<file path="src/core/hbpg_defines.vh">
// constants and register map of the horizontal blanking pattern generator
// Behaviour
// blanking has no start polarity; only toggle positions against pixel count place it
// mask 1: phases one/three high, two/four low; mask 0: one/three/last low
// each vertical sequence keeps its own blanking settings; the active one applies
// software programs unused toggles to 8189, never 8190 or 8191
// six toggle positions; each match inverts the blanking output
// each toggle position is 13 bits, pixel 0 to 8189
// alternation setting is 3 bits, modes 0 through 7
// mode 0 applies all six even toggles on every line
// mode 1: toggles 1-2 on odd lines, 3-6 on even lines
// mode 2: toggles 1-2 on even lines, 3-6 on odd lines
// mode 3: even set on even lines, odd set on odd lines; no vertical hold
// odd set is shared storage, read as blanking toggles only in mode 3
// modes 4-7 build blanking from start, end, length, repeats and four toggles
// in modes 4-7 toggle five is the start and toggle six the end
// length is 13 bits, repeats 8 bits; used only in modes 4-7
// phases two and four are always inverses of one and three
// line parity from a line counter restarting each field, first line even
// blanking starts each line inactive and inverts at each enabled toggle match
`ifndef HBPG_DEFINES_VH
`define HBPG_DEFINES_VH
`define HBPG_NSEQ_W 2
`define HBPG_SLOT_W 4
`define HBPG_POS_W 13
`define HBPG_LINE_W 12
`define HBPG_REP_W 8
`define HBPG_ALT_W 3
// per sequence bank slots
`define HBPG_SLOT_MASK 4'h0
`define HBPG_SLOT_ALT 4'h1
`define HBPG_SLOT_EVEN1 4'h2
`define HBPG_SLOT_LEN 4'h8
`define HBPG_SLOT_REP 4'h9
`define HBPG_SLOT_ODD1 4'hA
// byte addresses
`define HBPG_BANK_LIMIT 12'h100
`define HBPG_ADDR_CTRL 12'h100
`define HBPG_ADDR_LINE_LEN 12'h104
`define HBPG_ADDR_FIELD_LINES 12'h108
`define HBPG_ADDR_STATUS 12'h10C
// control fields
`define HBPG_CTRL_EN 0
`define HBPG_CTRL_SEQ_LO 1
`define HBPG_CTRL_SEQ_HI 2
// reset values
`define HBPG_LINE_LEN_RST 13'h0800
`define HBPG_FIELD_LINES_RST 12'h100
`define HBPG_TOG_RST 13'h1FFD
// alternation modes
`define HBPG_ALT_NONE 3'h0
`define HBPG_ALT_ODD12 3'h1
`define HBPG_ALT_EVEN12 3'h2
`define HBPG_ALT_SPLIT 3'h3
`define HBPG_ALT_REPEAT 3'h4
`endif

</file>
<file path="src/core/hbpg_top.v">
// horizontal blanking pattern generator with APB register slave
`timescale 1ns/1ps
`include "hbpg_defines.vh"

module hbpg_top (
	// clock and reset
	input wire pclk,
	input wire presetn,
	// apb slave
	input wire psel,
	input wire penable,
	input wire pwrite,
	input wire [11:0] paddr,
	input wire [31:0] pwdata,
	output reg [31:0] prdata,
	output reg pready,
	output reg pslverr,
	// ccd horizontal clocks and blanking
	output reg line_blank,
	output reg hclk_phase_one,
	output reg hclk_phase_two,
	output reg hclk_phase_three,
	output reg hclk_phase_four,
	output reg last_stage_hclk,
	output reg line_start,
	output reg field_start
);

	localparam MEM_DEPTH = 64;

	// settings store: bank per vertical sequence, sixteen slots each
	reg [`HBPG_POS_W-1:0] cfg_mem [0:MEM_DEPTH-1];

	// controls and the sequence applied to the current line
	reg ctrl_en_r;
	reg [`HBPG_NSEQ_W-1:0] ctrl_seq_r;
	reg [`HBPG_NSEQ_W-1:0] seq_r;
	reg [`HBPG_POS_W-1:0] line_len_r;
	reg [`HBPG_LINE_W-1:0] field_lines_r;

	// pixel and line counters
	reg [`HBPG_POS_W-1:0] pix_r;
	reg [`HBPG_LINE_W-1:0] line_r;

	// blanking and repeat pattern state
	reg blank_r;
	reg win_r;
	reg run_r;
	reg pbit_r;
	reg [`HBPG_POS_W-1:0] pos_r;
	reg [`HBPG_REP_W-1:0] cnt_r;

	// phase of the horizontal clocks, toggling every cycle while enabled
	reg phase_r;
	integer i;

	function [`HBPG_POS_W-1:0] fld;
		input [`HBPG_NSEQ_W-1:0] seq;
		input [`HBPG_SLOT_W-1:0] slot;
		begin
			fld = cfg_mem[{seq, slot}];
		end
	endfunction

	function [`HBPG_SLOT_W-1:0] slot_add;
		input [`HBPG_SLOT_W-1:0] base;
		input [2:0] ofs;
		begin
			slot_add = base + {1'b0, ofs};
		end
	endfunction

	// pixel zero opens every line; the blank state restarts from here
	function at_line_start;
		input [`HBPG_POS_W-1:0] pix;
		begin
			at_line_start = pix == 13'h0000;
		end
	endfunction

	// apb decode
	wire apb_setup = psel & ~penable;
	wire apb_write = psel & penable & pready & pwrite;
	wire in_bank = paddr < `HBPG_BANK_LIMIT;
	wire [5:0] mem_idx = paddr[7:2];
	wire addr_ok = in_bank | (paddr == `HBPG_ADDR_CTRL) | (paddr == `HBPG_ADDR_LINE_LEN) |
		(paddr == `HBPG_ADDR_FIELD_LINES) | (paddr == `HBPG_ADDR_STATUS);
	wire apb_err = ~addr_ok | (paddr[1:0] != 2'h0);

	// write strobes; an access that drew an error changes nothing
	wire wr_ok = apb_write & ~pslverr;
	wire wr_bank = wr_ok & in_bank;
	wire wr_ctrl = wr_ok & (paddr == `HBPG_ADDR_CTRL);
	wire wr_line_len = wr_ok & (paddr == `HBPG_ADDR_LINE_LEN);
	wire wr_field_lines = wr_ok & (paddr == `HBPG_ADDR_FIELD_LINES);

	// current sequence settings
	wire mask_pol = fld(seq_r, `HBPG_SLOT_MASK) != 13'h0000;
	// narrow settings live in full-width slots; only their own bits are used
	wire [`HBPG_POS_W-1:0] alt_slot = fld(seq_r, `HBPG_SLOT_ALT);
	wire [`HBPG_POS_W-1:0] rep_slot = fld(seq_r, `HBPG_SLOT_REP);
	wire [`HBPG_ALT_W-1:0] alt = alt_slot[`HBPG_ALT_W-1:0];
	wire [`HBPG_POS_W-1:0] rep_len = fld(seq_r, `HBPG_SLOT_LEN);
	wire [`HBPG_REP_W-1:0] rep_num = rep_slot[`HBPG_REP_W-1:0];
	wire [`HBPG_POS_W-1:0] rep_start = fld(seq_r, slot_add(`HBPG_SLOT_EVEN1, 3'h4));
	wire [`HBPG_POS_W-1:0] rep_end = fld(seq_r, slot_add(`HBPG_SLOT_EVEN1, 3'h5));
	wire repeat_mode = alt >= `HBPG_ALT_REPEAT;

	wire line_end = pix_r == (line_len_r - 13'h0001);
	wire field_end = line_r == (field_lines_r - 12'h001);
	wire odd_line = line_r[0];

	// toggle selection per alternation mode
	reg [5:0] tog_en;
	reg use_odd;
	always @* begin
		tog_en = 6'h00;
		use_odd = 1'b0;
		case (alt)
		`HBPG_ALT_NONE: begin
			// no alternation: the full even set on every line
			tog_en = 6'h3F;
		end
		`HBPG_ALT_ODD12: begin
			if (odd_line)
				tog_en = 6'h03;
			else
				tog_en = 6'h3C;
		end
		`HBPG_ALT_EVEN12: begin
			if (odd_line)
				tog_en = 6'h3C;
			else
				tog_en = 6'h03;
		end
		`HBPG_ALT_SPLIT: begin
			// odd lines borrow the shared odd slots; vertical hold is lost on every line in this mode
			tog_en = 6'h3F;
			use_odd = odd_line;
		end
		default: begin
			// repeat modes place blanking from the pattern logic instead
			tog_en = 6'h00;
		end
		endcase
	end

	// toggle matches against pixel count and pattern position
	reg [`HBPG_POS_W-1:0] pos_cur;
	reg start_hit;
	always @* begin
		start_hit = pix_r == rep_start;
		pos_cur = start_hit ? 13'h0000 : pos_r;
	end

	// one comparator per toggle slot; an even number of matches cancels out
	wire [`HBPG_SLOT_W-1:0] bank_base = use_odd ? `HBPG_SLOT_ODD1 : `HBPG_SLOT_EVEN1;
	wire [5:0] tog_match;
	wire [3:0] pat_match;
	assign tog_match[0] = pix_r == fld(seq_r, slot_add(bank_base, 3'h0));
	assign tog_match[1] = pix_r == fld(seq_r, slot_add(bank_base, 3'h1));
	assign tog_match[2] = pix_r == fld(seq_r, slot_add(bank_base, 3'h2));
	assign tog_match[3] = pix_r == fld(seq_r, slot_add(bank_base, 3'h3));
	assign tog_match[4] = pix_r == fld(seq_r, slot_add(bank_base, 3'h4));
	assign tog_match[5] = pix_r == fld(seq_r, slot_add(bank_base, 3'h5));

	// pattern toggles one to four compare against the pattern position
	assign pat_match[0] = pos_cur == fld(seq_r, slot_add(`HBPG_SLOT_EVEN1, 3'h0));
	assign pat_match[1] = pos_cur == fld(seq_r, slot_add(`HBPG_SLOT_EVEN1, 3'h1));
	assign pat_match[2] = pos_cur == fld(seq_r, slot_add(`HBPG_SLOT_EVEN1, 3'h2));
	assign pat_match[3] = pos_cur == fld(seq_r, slot_add(`HBPG_SLOT_EVEN1, 3'h3));
	wire tog_hit = ^(tog_en & tog_match);
	wire pat_hit = ^pat_match;

	// repeat mode: window from start to end, pattern repeated inside it
	reg win_nxt;
	reg run_cur;
	reg run_nxt;
	reg pbit_cur;
	reg pbit_nxt;
	reg [`HBPG_POS_W-1:0] pos_nxt;
	reg [`HBPG_REP_W-1:0] cnt_cur;
	reg [`HBPG_REP_W-1:0] cnt_nxt;
	reg wrap;
	always @* begin
		win_nxt = at_line_start(pix_r) ? 1'b0 : win_r;
		run_cur = at_line_start(pix_r) ? 1'b0 : run_r;
		pbit_cur = pbit_r;
		cnt_cur = cnt_r;
		if (start_hit) begin
			win_nxt = 1'b1;
			run_cur = (rep_num != 8'h00) && (rep_len != 13'h0000);
			pbit_cur = 1'b0;
			cnt_cur = 8'h00;
		end
		if (pix_r == rep_end)
			win_nxt = 1'b0;
		// toggles act on the position within the pattern, not on the pixel
		pbit_nxt = pbit_cur ^ (run_cur & pat_hit);
		// the pattern restarts at each wrap until the repeat count runs out
		wrap = run_cur && (pos_cur == rep_len - 13'h0001);
		pos_nxt = wrap ? 13'h0000 : pos_cur + 13'h0001;
		cnt_nxt = wrap ? cnt_cur + 8'h01 : cnt_cur;
		run_nxt = run_cur & ~(wrap & (cnt_nxt == rep_num));
		if (wrap)
			pbit_nxt = 1'b0;
	end

	// blank state always restarts inactive at pixel zero
	wire blank_base = at_line_start(pix_r) ? 1'b0 : blank_r;
	wire pbit_now = pbit_cur ^ (run_cur & pat_hit);
	wire rep_blank = win_nxt & ~pbit_now;

	reg blank_nxt;
	always @* begin
		if (!ctrl_en_r)
			blank_nxt = 1'b0;
		else if (repeat_mode)
			blank_nxt = rep_blank;
		else
			blank_nxt = blank_base ^ tog_hit;
	end

	// status word: pixel, line, blank, applied sequence, vertical hold allowed
	wire hold_allowed = alt != `HBPG_ALT_SPLIT;
	wire [31:0] status_word = {3'h0, hold_allowed, seq_r, blank_r, line_r, pix_r};

	// read data is picked in the setup cycle so it stands through the access cycle
	reg [31:0] rd_word;
	always @* begin
		rd_word = 32'h00000000;
		if (!apb_err) begin
			if (in_bank) begin
				rd_word = {19'h00000, cfg_mem[mem_idx]};
			end else begin
				case (paddr)
				`HBPG_ADDR_CTRL: rd_word = {29'h00000000, ctrl_seq_r, ctrl_en_r};
				`HBPG_ADDR_LINE_LEN: rd_word = {19'h00000, line_len_r};
				`HBPG_ADDR_FIELD_LINES: rd_word = {20'h00000, field_lines_r};
				`HBPG_ADDR_STATUS: rd_word = status_word;
				default: rd_word = 32'h00000000;
				endcase
			end
		end
	end

	// apb registers and settings store
	always @(posedge pclk or negedge presetn) begin
		if (!presetn) begin
			// every slot, mask and alternation included, starts at the unused toggle value
			for (i = 0; i < MEM_DEPTH; i = i + 1)
				cfg_mem[i] <= `HBPG_TOG_RST;
			ctrl_en_r <= 1'b0;
			ctrl_seq_r <= 2'h0;
			line_len_r <= `HBPG_LINE_LEN_RST;
			field_lines_r <= `HBPG_FIELD_LINES_RST;
			pready <= 1'b0;
			pslverr <= 1'b0;
			prdata <= 32'h00000000;
		end else begin
			pready <= apb_setup;
			pslverr <= apb_setup & apb_err;
			if (apb_setup)
				prdata <= rd_word;
			if (wr_bank) begin
				// narrow settings keep only their own width
				case (mem_idx[3:0])
				`HBPG_SLOT_MASK: cfg_mem[mem_idx] <= {12'h000, pwdata[0]};
				`HBPG_SLOT_ALT: cfg_mem[mem_idx] <= {10'h000, pwdata[2:0]};
				`HBPG_SLOT_REP: cfg_mem[mem_idx] <= {5'h00, pwdata[7:0]};
				default: cfg_mem[mem_idx] <= pwdata[`HBPG_POS_W-1:0];
				endcase
			end
			// status is read only: a write to it is simply dropped
			if (wr_ctrl) begin
				ctrl_en_r <= pwdata[`HBPG_CTRL_EN];
				ctrl_seq_r <= pwdata[`HBPG_CTRL_SEQ_HI:`HBPG_CTRL_SEQ_LO];
			end
			if (wr_line_len)
				line_len_r <= pwdata[`HBPG_POS_W-1:0];
			if (wr_field_lines)
				field_lines_r <= pwdata[`HBPG_LINE_W-1:0];
		end
	end

	// pixel counter; it and the line counter hold at zero while disabled
	always @(posedge pclk or negedge presetn) begin
		if (!presetn) begin
			pix_r <= 13'h0000;
		end else if (!ctrl_en_r) begin
			pix_r <= 13'h0000;
		end else if (line_end) begin
			pix_r <= 13'h0000;
		end else begin
			pix_r <= pix_r + 13'h0001;
		end
	end

	// line counter and sequence; the sequence switches at a line boundary, or every cycle while disabled
	always @(posedge pclk or negedge presetn) begin
		if (!presetn) begin
			line_r <= 12'h000;
			seq_r <= 2'h0;
		end else if (!ctrl_en_r) begin
			line_r <= 12'h000;
			seq_r <= ctrl_seq_r;
		end else if (line_end) begin
			seq_r <= ctrl_seq_r;
			line_r <= field_end ? 12'h000 : line_r + 12'h001;
		end
	end

	// line and field markers, one cycle after the counter showed pixel zero
	always @(posedge pclk or negedge presetn) begin
		if (!presetn) begin
			line_start <= 1'b0;
			field_start <= 1'b0;
		end else begin
			line_start <= ctrl_en_r & at_line_start(pix_r);
			field_start <= ctrl_en_r & at_line_start(pix_r) & (line_r == 12'h000);
		end
	end

	// blanking state
	always @(posedge pclk or negedge presetn) begin
		if (!presetn) begin
			blank_r <= 1'b0;
			win_r <= 1'b0;
			run_r <= 1'b0;
			pbit_r <= 1'b0;
			pos_r <= 13'h0000;
			cnt_r <= 8'h00;
		end else begin
			blank_r <= blank_nxt;
			win_r <= win_nxt;
			run_r <= run_nxt;
			pbit_r <= pbit_nxt;
			pos_r <= pos_nxt;
			cnt_r <= cnt_nxt;
		end
	end

	// horizontal clock phases; disabled, phase_r sits low so one and three rest low
	always @(posedge pclk or negedge presetn) begin
		if (!presetn) begin
			phase_r <= 1'b0;
			line_blank <= 1'b0;
			hclk_phase_one <= 1'b0;
			hclk_phase_two <= 1'b1;
			hclk_phase_three <= 1'b0;
			hclk_phase_four <= 1'b1;
			last_stage_hclk <= 1'b0;
		end else begin
			line_blank <= blank_nxt;
			phase_r <= ctrl_en_r & ~phase_r;
			if (blank_nxt) begin
				// masked: the shift register is parked at the chosen level
				hclk_phase_one <= mask_pol;
				hclk_phase_three <= mask_pol;
				last_stage_hclk <= mask_pol;
				hclk_phase_two <= ~mask_pol;
				hclk_phase_four <= ~mask_pol;
			end else begin
				hclk_phase_one <= phase_r;
				hclk_phase_three <= phase_r;
				last_stage_hclk <= phase_r;
				hclk_phase_two <= ~phase_r;
				hclk_phase_four <= ~phase_r;
			end
		end
	end

endmodule // hbpg_top

</file>
<file path="config.mk">
export PLATFORM = sky130hd
export DESIGN_NAME = hbpg_top
export DESIGN_NICKNAME = d
export VERILOG_FILES = /design/src/core/hbpg_top.v
export VERILOG_INCLUDE_DIRS = /design/src /design/src/core
export SDC_FILE = /design/constraint.sdc
export NUM_CORES = 2
export LEC_CHECK = 0
export BUFFER_PORTS_ARGS = -buffer_cell sky130_fd_sc_hd__buf_2
export CORE_UTILIZATION = 50
export CTS_BUF_LIST = sky130_fd_sc_hd__clkbuf_2 sky130_fd_sc_hd__clkbuf_4 sky130_fd_sc_hd__clkbuf_8
export CTS_CLUSTER_SIZE = 25
export DETAILED_ROUTE_END_ITERATION = 12
export GPL_ROUTABILITY_DRIVEN = 0
export PLACE_DENSITY = 0.65
export SETUP_SLACK_MARGIN = 0.05
export SYNTH_ARGS = -nofsm -noshare
export SYNTH_HDL_FRONTEND = slang
export SYNTH_SLANG_ARGS = --single-unit
</file>
<file path="constraint.sdc">
create_clock -name pclk -period 11.3 [get_ports pclk]
set_clock_uncertainty 0.05 [all_clocks]
set_input_delay 1.695 -clock pclk [delete_from_list [all_inputs] [get_ports pclk]]
set_output_delay 1.695 -clock pclk [all_outputs]
set_load 0.02 [all_outputs]
</file>
# Word level (Yosys, flattened, before mapping)
# Index checks and enable logic that the tools add are counted.
dict set report classes {
  addsub 12
  n_reduce_logical 14
  bitwise_logic 49
  magnitude_cmp 20
  muxes 89
  eq_ne 27
}
# operator n
set op_table {}
lappend op_table {{$bwmux W832} 4}
lappend op_table {{$pmux W832 S3} 1}
lappend op_table {{$bmux W13 S6} 17}
lappend op_table {{$mux W13} 35}
lappend op_table {{$eq A13 B13 Y1} 14}
lappend op_table {{$ge A7 B7 Y1 const B} 17}
lappend op_table {{$not A6 Y7} 17}
lappend op_table {{$pmux W29 S4} 1}
lappend op_table {{$demux W13 S6} 1}
lappend op_table {{$mux W29} 2}
lappend op_table {{$eq A12 B9 Y1 const B} 4}
lappend op_table {{$mux W12} 3}
lappend op_table {{$mux W8} 4}
lappend op_table {{$add A13 B1 Y13 const B} 2}
lappend op_table {{$reduce_bool A13 Y1} 2}
lappend op_table {{$sub A13 B1 Y13 const B} 2}
lappend op_table {{$pmux W6 S3} 1}
lappend op_table {{$and A1 B1 Y1} 17}
lappend op_table {{$logic_not A13 Y1} 1}
lappend op_table {{$mux W1} 13}
lappend op_table {{$add A12 B1 Y12 const B} 1}
lappend op_table {{$eq A12 B12 Y1} 1}
lappend op_table {{$logic_not A12 Y1} 1}
lappend op_table {{$lt A12 B9 Y1 const B} 1}
lappend op_table {{other kinds (30)} 49}
dict set report word_totals {
  out_inout_bits 42
  elab_cells 296
  register_bits 951
}

# Depth between registers and ports, before layout
dict set report depth {
  ltp_word 19
  mapped_depth 21
  depth_no_buf 16
}

# Least setup slack after synthesis
# OpenSTA, ideal clock, no wires.
dict set report synth_timing {
  path_type {input to register}
  from {input port paddr[2]}
  to {register prdata[1]}
  path_buffers 5
  setup_time_ns 0.126
  setup_slack_ns 6.054
  path_stages 11
  arrival_time_ns 5.070
  required_ns 11.124
  cell_sequence {clkbuf_1 -> clkbuf_1 -> buf_1 -> buf_1 -> buf_1 -> mux4_2 -> mux4_2 -> mux2i_1 -> a21oi_1 -> nor2_1 -> o21ai_0}
}
dict set report synth_via {
  elab_chain_len 8
  elab_cells_between_ends 18
}
# item line
set synth_rtl {}
lappend synth_rtl {{from (decl)} hbpg_top.v:13} ;# input wire [11:0] paddr,
lappend synth_rtl {{$lt A12 B9 Y1 (no source line) / $eq A12 B9 Y1 (equally long branches)} --}
lappend synth_rtl {{$or A1 B1 Y1 (4 in series)} hbpg_top.v:86} ;# wire addr_ok = in_bank | (paddr == `HBPG_ADDR_CTRL) | (paddr == `HBPG_ADDR_LINE_LEN) |
lappend synth_rtl {{$not A1 Y1} hbpg_top.v:88} ;# wire apb_err = ~addr_ok | (paddr[1:0] != 2'h0);
lappend synth_rtl {{$or A1 B1 Y1} hbpg_top.v:88}
lappend synth_rtl {{$mux W29 (*)} hbpg_top.v:232} ;# if (!apb_err) begin
lappend synth_rtl {{to (signal assigned)} hbpg_top.v:264} ;# prdata <= rd_word;
lappend synth_rtl {{to (decl)} hbpg_top.v:15} ;# output reg [31:0] prdata,
# Every way passes the cells marked *; elsewhere a longest branch is shown, timed or not. The select of a mux whose other input is x is not followed.
# A chain may end at the register's enable or synchronous reset.

# Worst setup path after layout
dict set report layout_timing {
  from {register seq_r[1]}
  to {register last_stage_hclk}
}
dict set report layout_via {
  elab_chain_len 19
  elab_cells_between_ends 110
}
# item line
set layout_rtl {}
lappend layout_rtl {{from (decl)} hbpg_top.v:37} ;# reg [`HBPG_NSEQ_W-1:0] seq_r;
lappend layout_rtl {{from (signal assigned)} hbpg_top.v:306} ;# seq_r <= ctrl_seq_r;
lappend layout_rtl {{from (signal assigned)} hbpg_top.v:308} ;# seq_r <= ctrl_seq_r;
lappend layout_rtl {{$not A6 Y7 (implied by the code)} hbpg_top.v:61} ;# fld = cfg_mem[{seq, slot}];
lappend layout_rtl {{$bmux W13 S6} hbpg_top.v:61}
lappend layout_rtl {{$mux W3 (implied by the code) (2 in series)} hbpg_top.v:61}
lappend layout_rtl {{$eq A3 B2 Y1} hbpg_top.v:119} ;# case (alt)
lappend layout_rtl {{$mux W1} hbpg_top.v:119}
lappend layout_rtl {{$mux W4 (no source line)} --}
lappend layout_rtl {{$add A4 B1 Y4 (tied with other cells)} hbpg_top.v:69} ;# slot_add = base + {1'b0, ofs};
lappend layout_rtl {{$not A6 Y7 (implied by the code)} hbpg_top.v:61}
lappend layout_rtl {{$bmux W13 S6} hbpg_top.v:61}
lappend layout_rtl {{$mux W13 (implied by the code) (2 in series)} hbpg_top.v:61}
lappend layout_rtl {{$eq A13 B13 Y1 (on tied branches)} --}
lappend layout_rtl {{$and A6 B6 Y6} hbpg_top.v:172} ;# wire tog_hit = ^(tog_en & tog_match);
lappend layout_rtl {{$reduce_xor A6 Y1} hbpg_top.v:172}
lappend layout_rtl {{$xor A1 B1 Y1} hbpg_top.v:221} ;# blank_nxt = blank_base ^ tog_hit;
lappend layout_rtl {{$mux W1} hbpg_top.v:218} ;# else if (repeat_mode)
lappend layout_rtl {{$mux W1} hbpg_top.v:216} ;# if (!ctrl_en_r)
lappend layout_rtl {{$mux W1 (*)} hbpg_top.v:356} ;# if (blank_nxt) begin
lappend layout_rtl {{to (signal assigned)} hbpg_top.v:360} ;# last_stage_hclk <= mask_pol;
lappend layout_rtl {{to (signal assigned)} hbpg_top.v:366} ;# last_stage_hclk <= phase_r;
lappend layout_rtl {{to (decl)} hbpg_top.v:24} ;# output reg last_stage_hclk,
# Marks and branches as above.

==> metrics.yaml <==
status: "complete, no violations"
avgSynthCellArea_sq_um: 13.0
final-hold-violation-count: 0
worst_ep_required_time_ns: 12.00
final_core_util: 0.552
min_period_ns: 6.64
num_vias: 37700
relSlewSlack: 0.113
stdcell_count: 5577
design.die.area_sq_mm: 0.107
syn_area_sq_mm: 0.0530
grt.total_usage: 0.355
cts.sinks: 948
vias_per_cell: 6.76
power_mw: 7.62
fin_hold_ws_ns: 0.407
grt_max_degree: 177
worstSkewPairLatency_ns: 0.89
hold_path.class: "flip-flop to flip-flop"
drive_above_1_share: 0.553
grt_pass1_wl_microns: 271000
dp_slack_ns: 4.82
synth_cells: 4072
nets: 4106
tightest_slew_ns: 1.33
arrival_ns: 7.34
cp-end-kind: "flip-flop"
ys_top_cells_by_area: "dfstp_2 (38%), mux4_2 (17%), mux2_2 (13%)"
netlist.area_leader.share: 0.383
placement_rows: 119
ys_seq_elements: 948
hold_buffers: 0
startpoint_type: "flip-flop"
grt_overflow_total: 0
crit_type: "flip-flop to flip-flop"
drc: 0
dpl_cell_area_sq_mm: 0.0544
setup_violations: 0
port_buffers: 68
slew_violations: 0
h-tree-depth: 4
core_sq_mm: 0.105
ios: 91
fillCellCount: 8791
dieWidth_microns: 327
syn_to_final_growth_pct: 9.57
synth_edf_count: 0
timing.max_cap.violations: 0
start_util: 0.504
wirelength_microns: 189000
setup_slack_ns: 4.66
first_global_vias: 36500
routedWlPerCell_microns: 33.8
cts-root-buf: "clkbuf_8"
first_pass_iters: 7
clk_pin_slew_worst_paths_ns: 0.06
clockBufferDepth: 3
ys_warn_count: 0
vdd_drop_max_v: 0.000107
ys_types: 86
grt_setup_unrepaired: "no"
async_reset_ff_frac: 1.00
cts_buffers: 163
min_period_over_period: 0.588
yosysSeqAreaShare: 0.466
place_hpwl_microns: 129000
cp_max_fo: 74
ys.flop_type: "dfstp_2"
max_freq_ghz: 0.151
tns_ns: 0
die_h_microns: 327
fin_area_sq_mm: 0.0580
antenna_found_initial: 18
dp_cells: 5273
drt-initial-drc-count: 5075
cts_tree: "yes"
leakage_nw: 22.6
synth_top_cell_by_area: "dfstp_2"
power.density_mw_per_mm2: 131
postRouteAntennaNets: 0
cts_resized: 0
post_cts_buffers: 0
## cell usage after synthesis (45+ instances only)
cell,count
dfstp_2,771
mux2_2,622
mux4_2,410
nand2_1,338
clkbuf_1,273
o21ai_0,219
dfrtp_1,177
nor2_1,162
xnor2_1,147
nor2b_1,101
mux2i_1,93
nand3_1,59
buf_1,50
nand4_1,45
## report_power, final
part | switching, mW | internal [mW]
combinational | 0.484 | 0.215
sequential | 0.0720 | 3.44
clock | 1.50 | 1.91
## logic make-up (layout without fill, tap and decap cells)
family	count (synthesis)	after routing	synth area share
adders and majority gates	10	10	0.00236
AOI/OAI and AO/OA	478	478	0.0582
xor gates and xnor gates	184	184	0.0309
buffers and inverters	417	521	0.0335
other	1	11	0.0000708
and+or+nand+nor	908	908	0.0844
muxes	1126	1126	0.324
DFF	948	948	0.466
## cell type report
cell class                 instances  area, sq um  share of cell area
clock buffer                     268         3280              0.0566
clock inverter                    28          290             0.00500
sequential                       948        24700               0.426
tap                             1391         1740              0.0300
multi-input combinational       2709        26500               0.457
antenna                            8         20.0            0.000345
inverter                          46          173             0.00298
timing repair buffer             179         1280              0.0221
## layout by cell type (no fill, tap or decap), types with 24 or more instances in the layout
master    instances
nand2_1         338
and3_1           25
xor2_1           35
nor4_1           28
buf_2            64
mux2_2          622
o21ai_0         219
clkbuf_8        203
nor3_1           29
xnor2_1         147
inv_1            39
mux4_2          410
dfrtp_1         175
nand3_1          59
dfstp_2         771
clkbuf_4         65
a21oi_1          37
a22oi_1          24
nand4_1          45
and2_1           29
buf_4           106
mux2i_1          93
nor2b_1         101
nor2_1          161
## critical path, cell delays in order, from the launching register on
cell,delay [ns]
dfrtp_4,0.82
buf_12,0.46
buf_4,0.70
mux4_2,0.50
xnor2_1,0.18
nand4_1,0.14
nor4_2,0.37
buf_4,0.53
o21ai_0,0.17
a2111oi_0,0.53
nand4_1,0.25
xnor2_1,0.24
xnor3_1,0.36
nor3b_2,0.22
o31ai_4,0.42
mux2_1,0.37
## metal layers
| layer | track usage | share of wire | vias to the layer above |
|---|---|---|---|
| li1 | - | - | 15200 |
| met1 | 0.469 | 0.38 | 19700 |
| met2 | 0.511 | 0.43 | 2284 |
| met3 | 0.115 | 0.12 | 591 |
| met4 | 0.213 | 0.075 | 8 |
| met5 | 0 | 0.00028 | - |
## worst paths after layout
path                            startpoint         endpoint  slack [ns]  cells past startpoint
worst max-delay path              seq_r[1]  last_stage_hclk        4.66                     15
worst min-delay path            prdata[16]       prdata[16]        0.41                      2
worst max register to register    seq_r[1]  last_stage_hclk        4.66                     15
worst min register to register  prdata[16]       prdata[16]        0.41                      2
max in group asynchronous          presetn     cfg_mem[638]        7.95                      3
min in group asynchronous          presetn       prdata[14]        0.86                      1
Note: power is estimated with default switching activity, not from simulation.
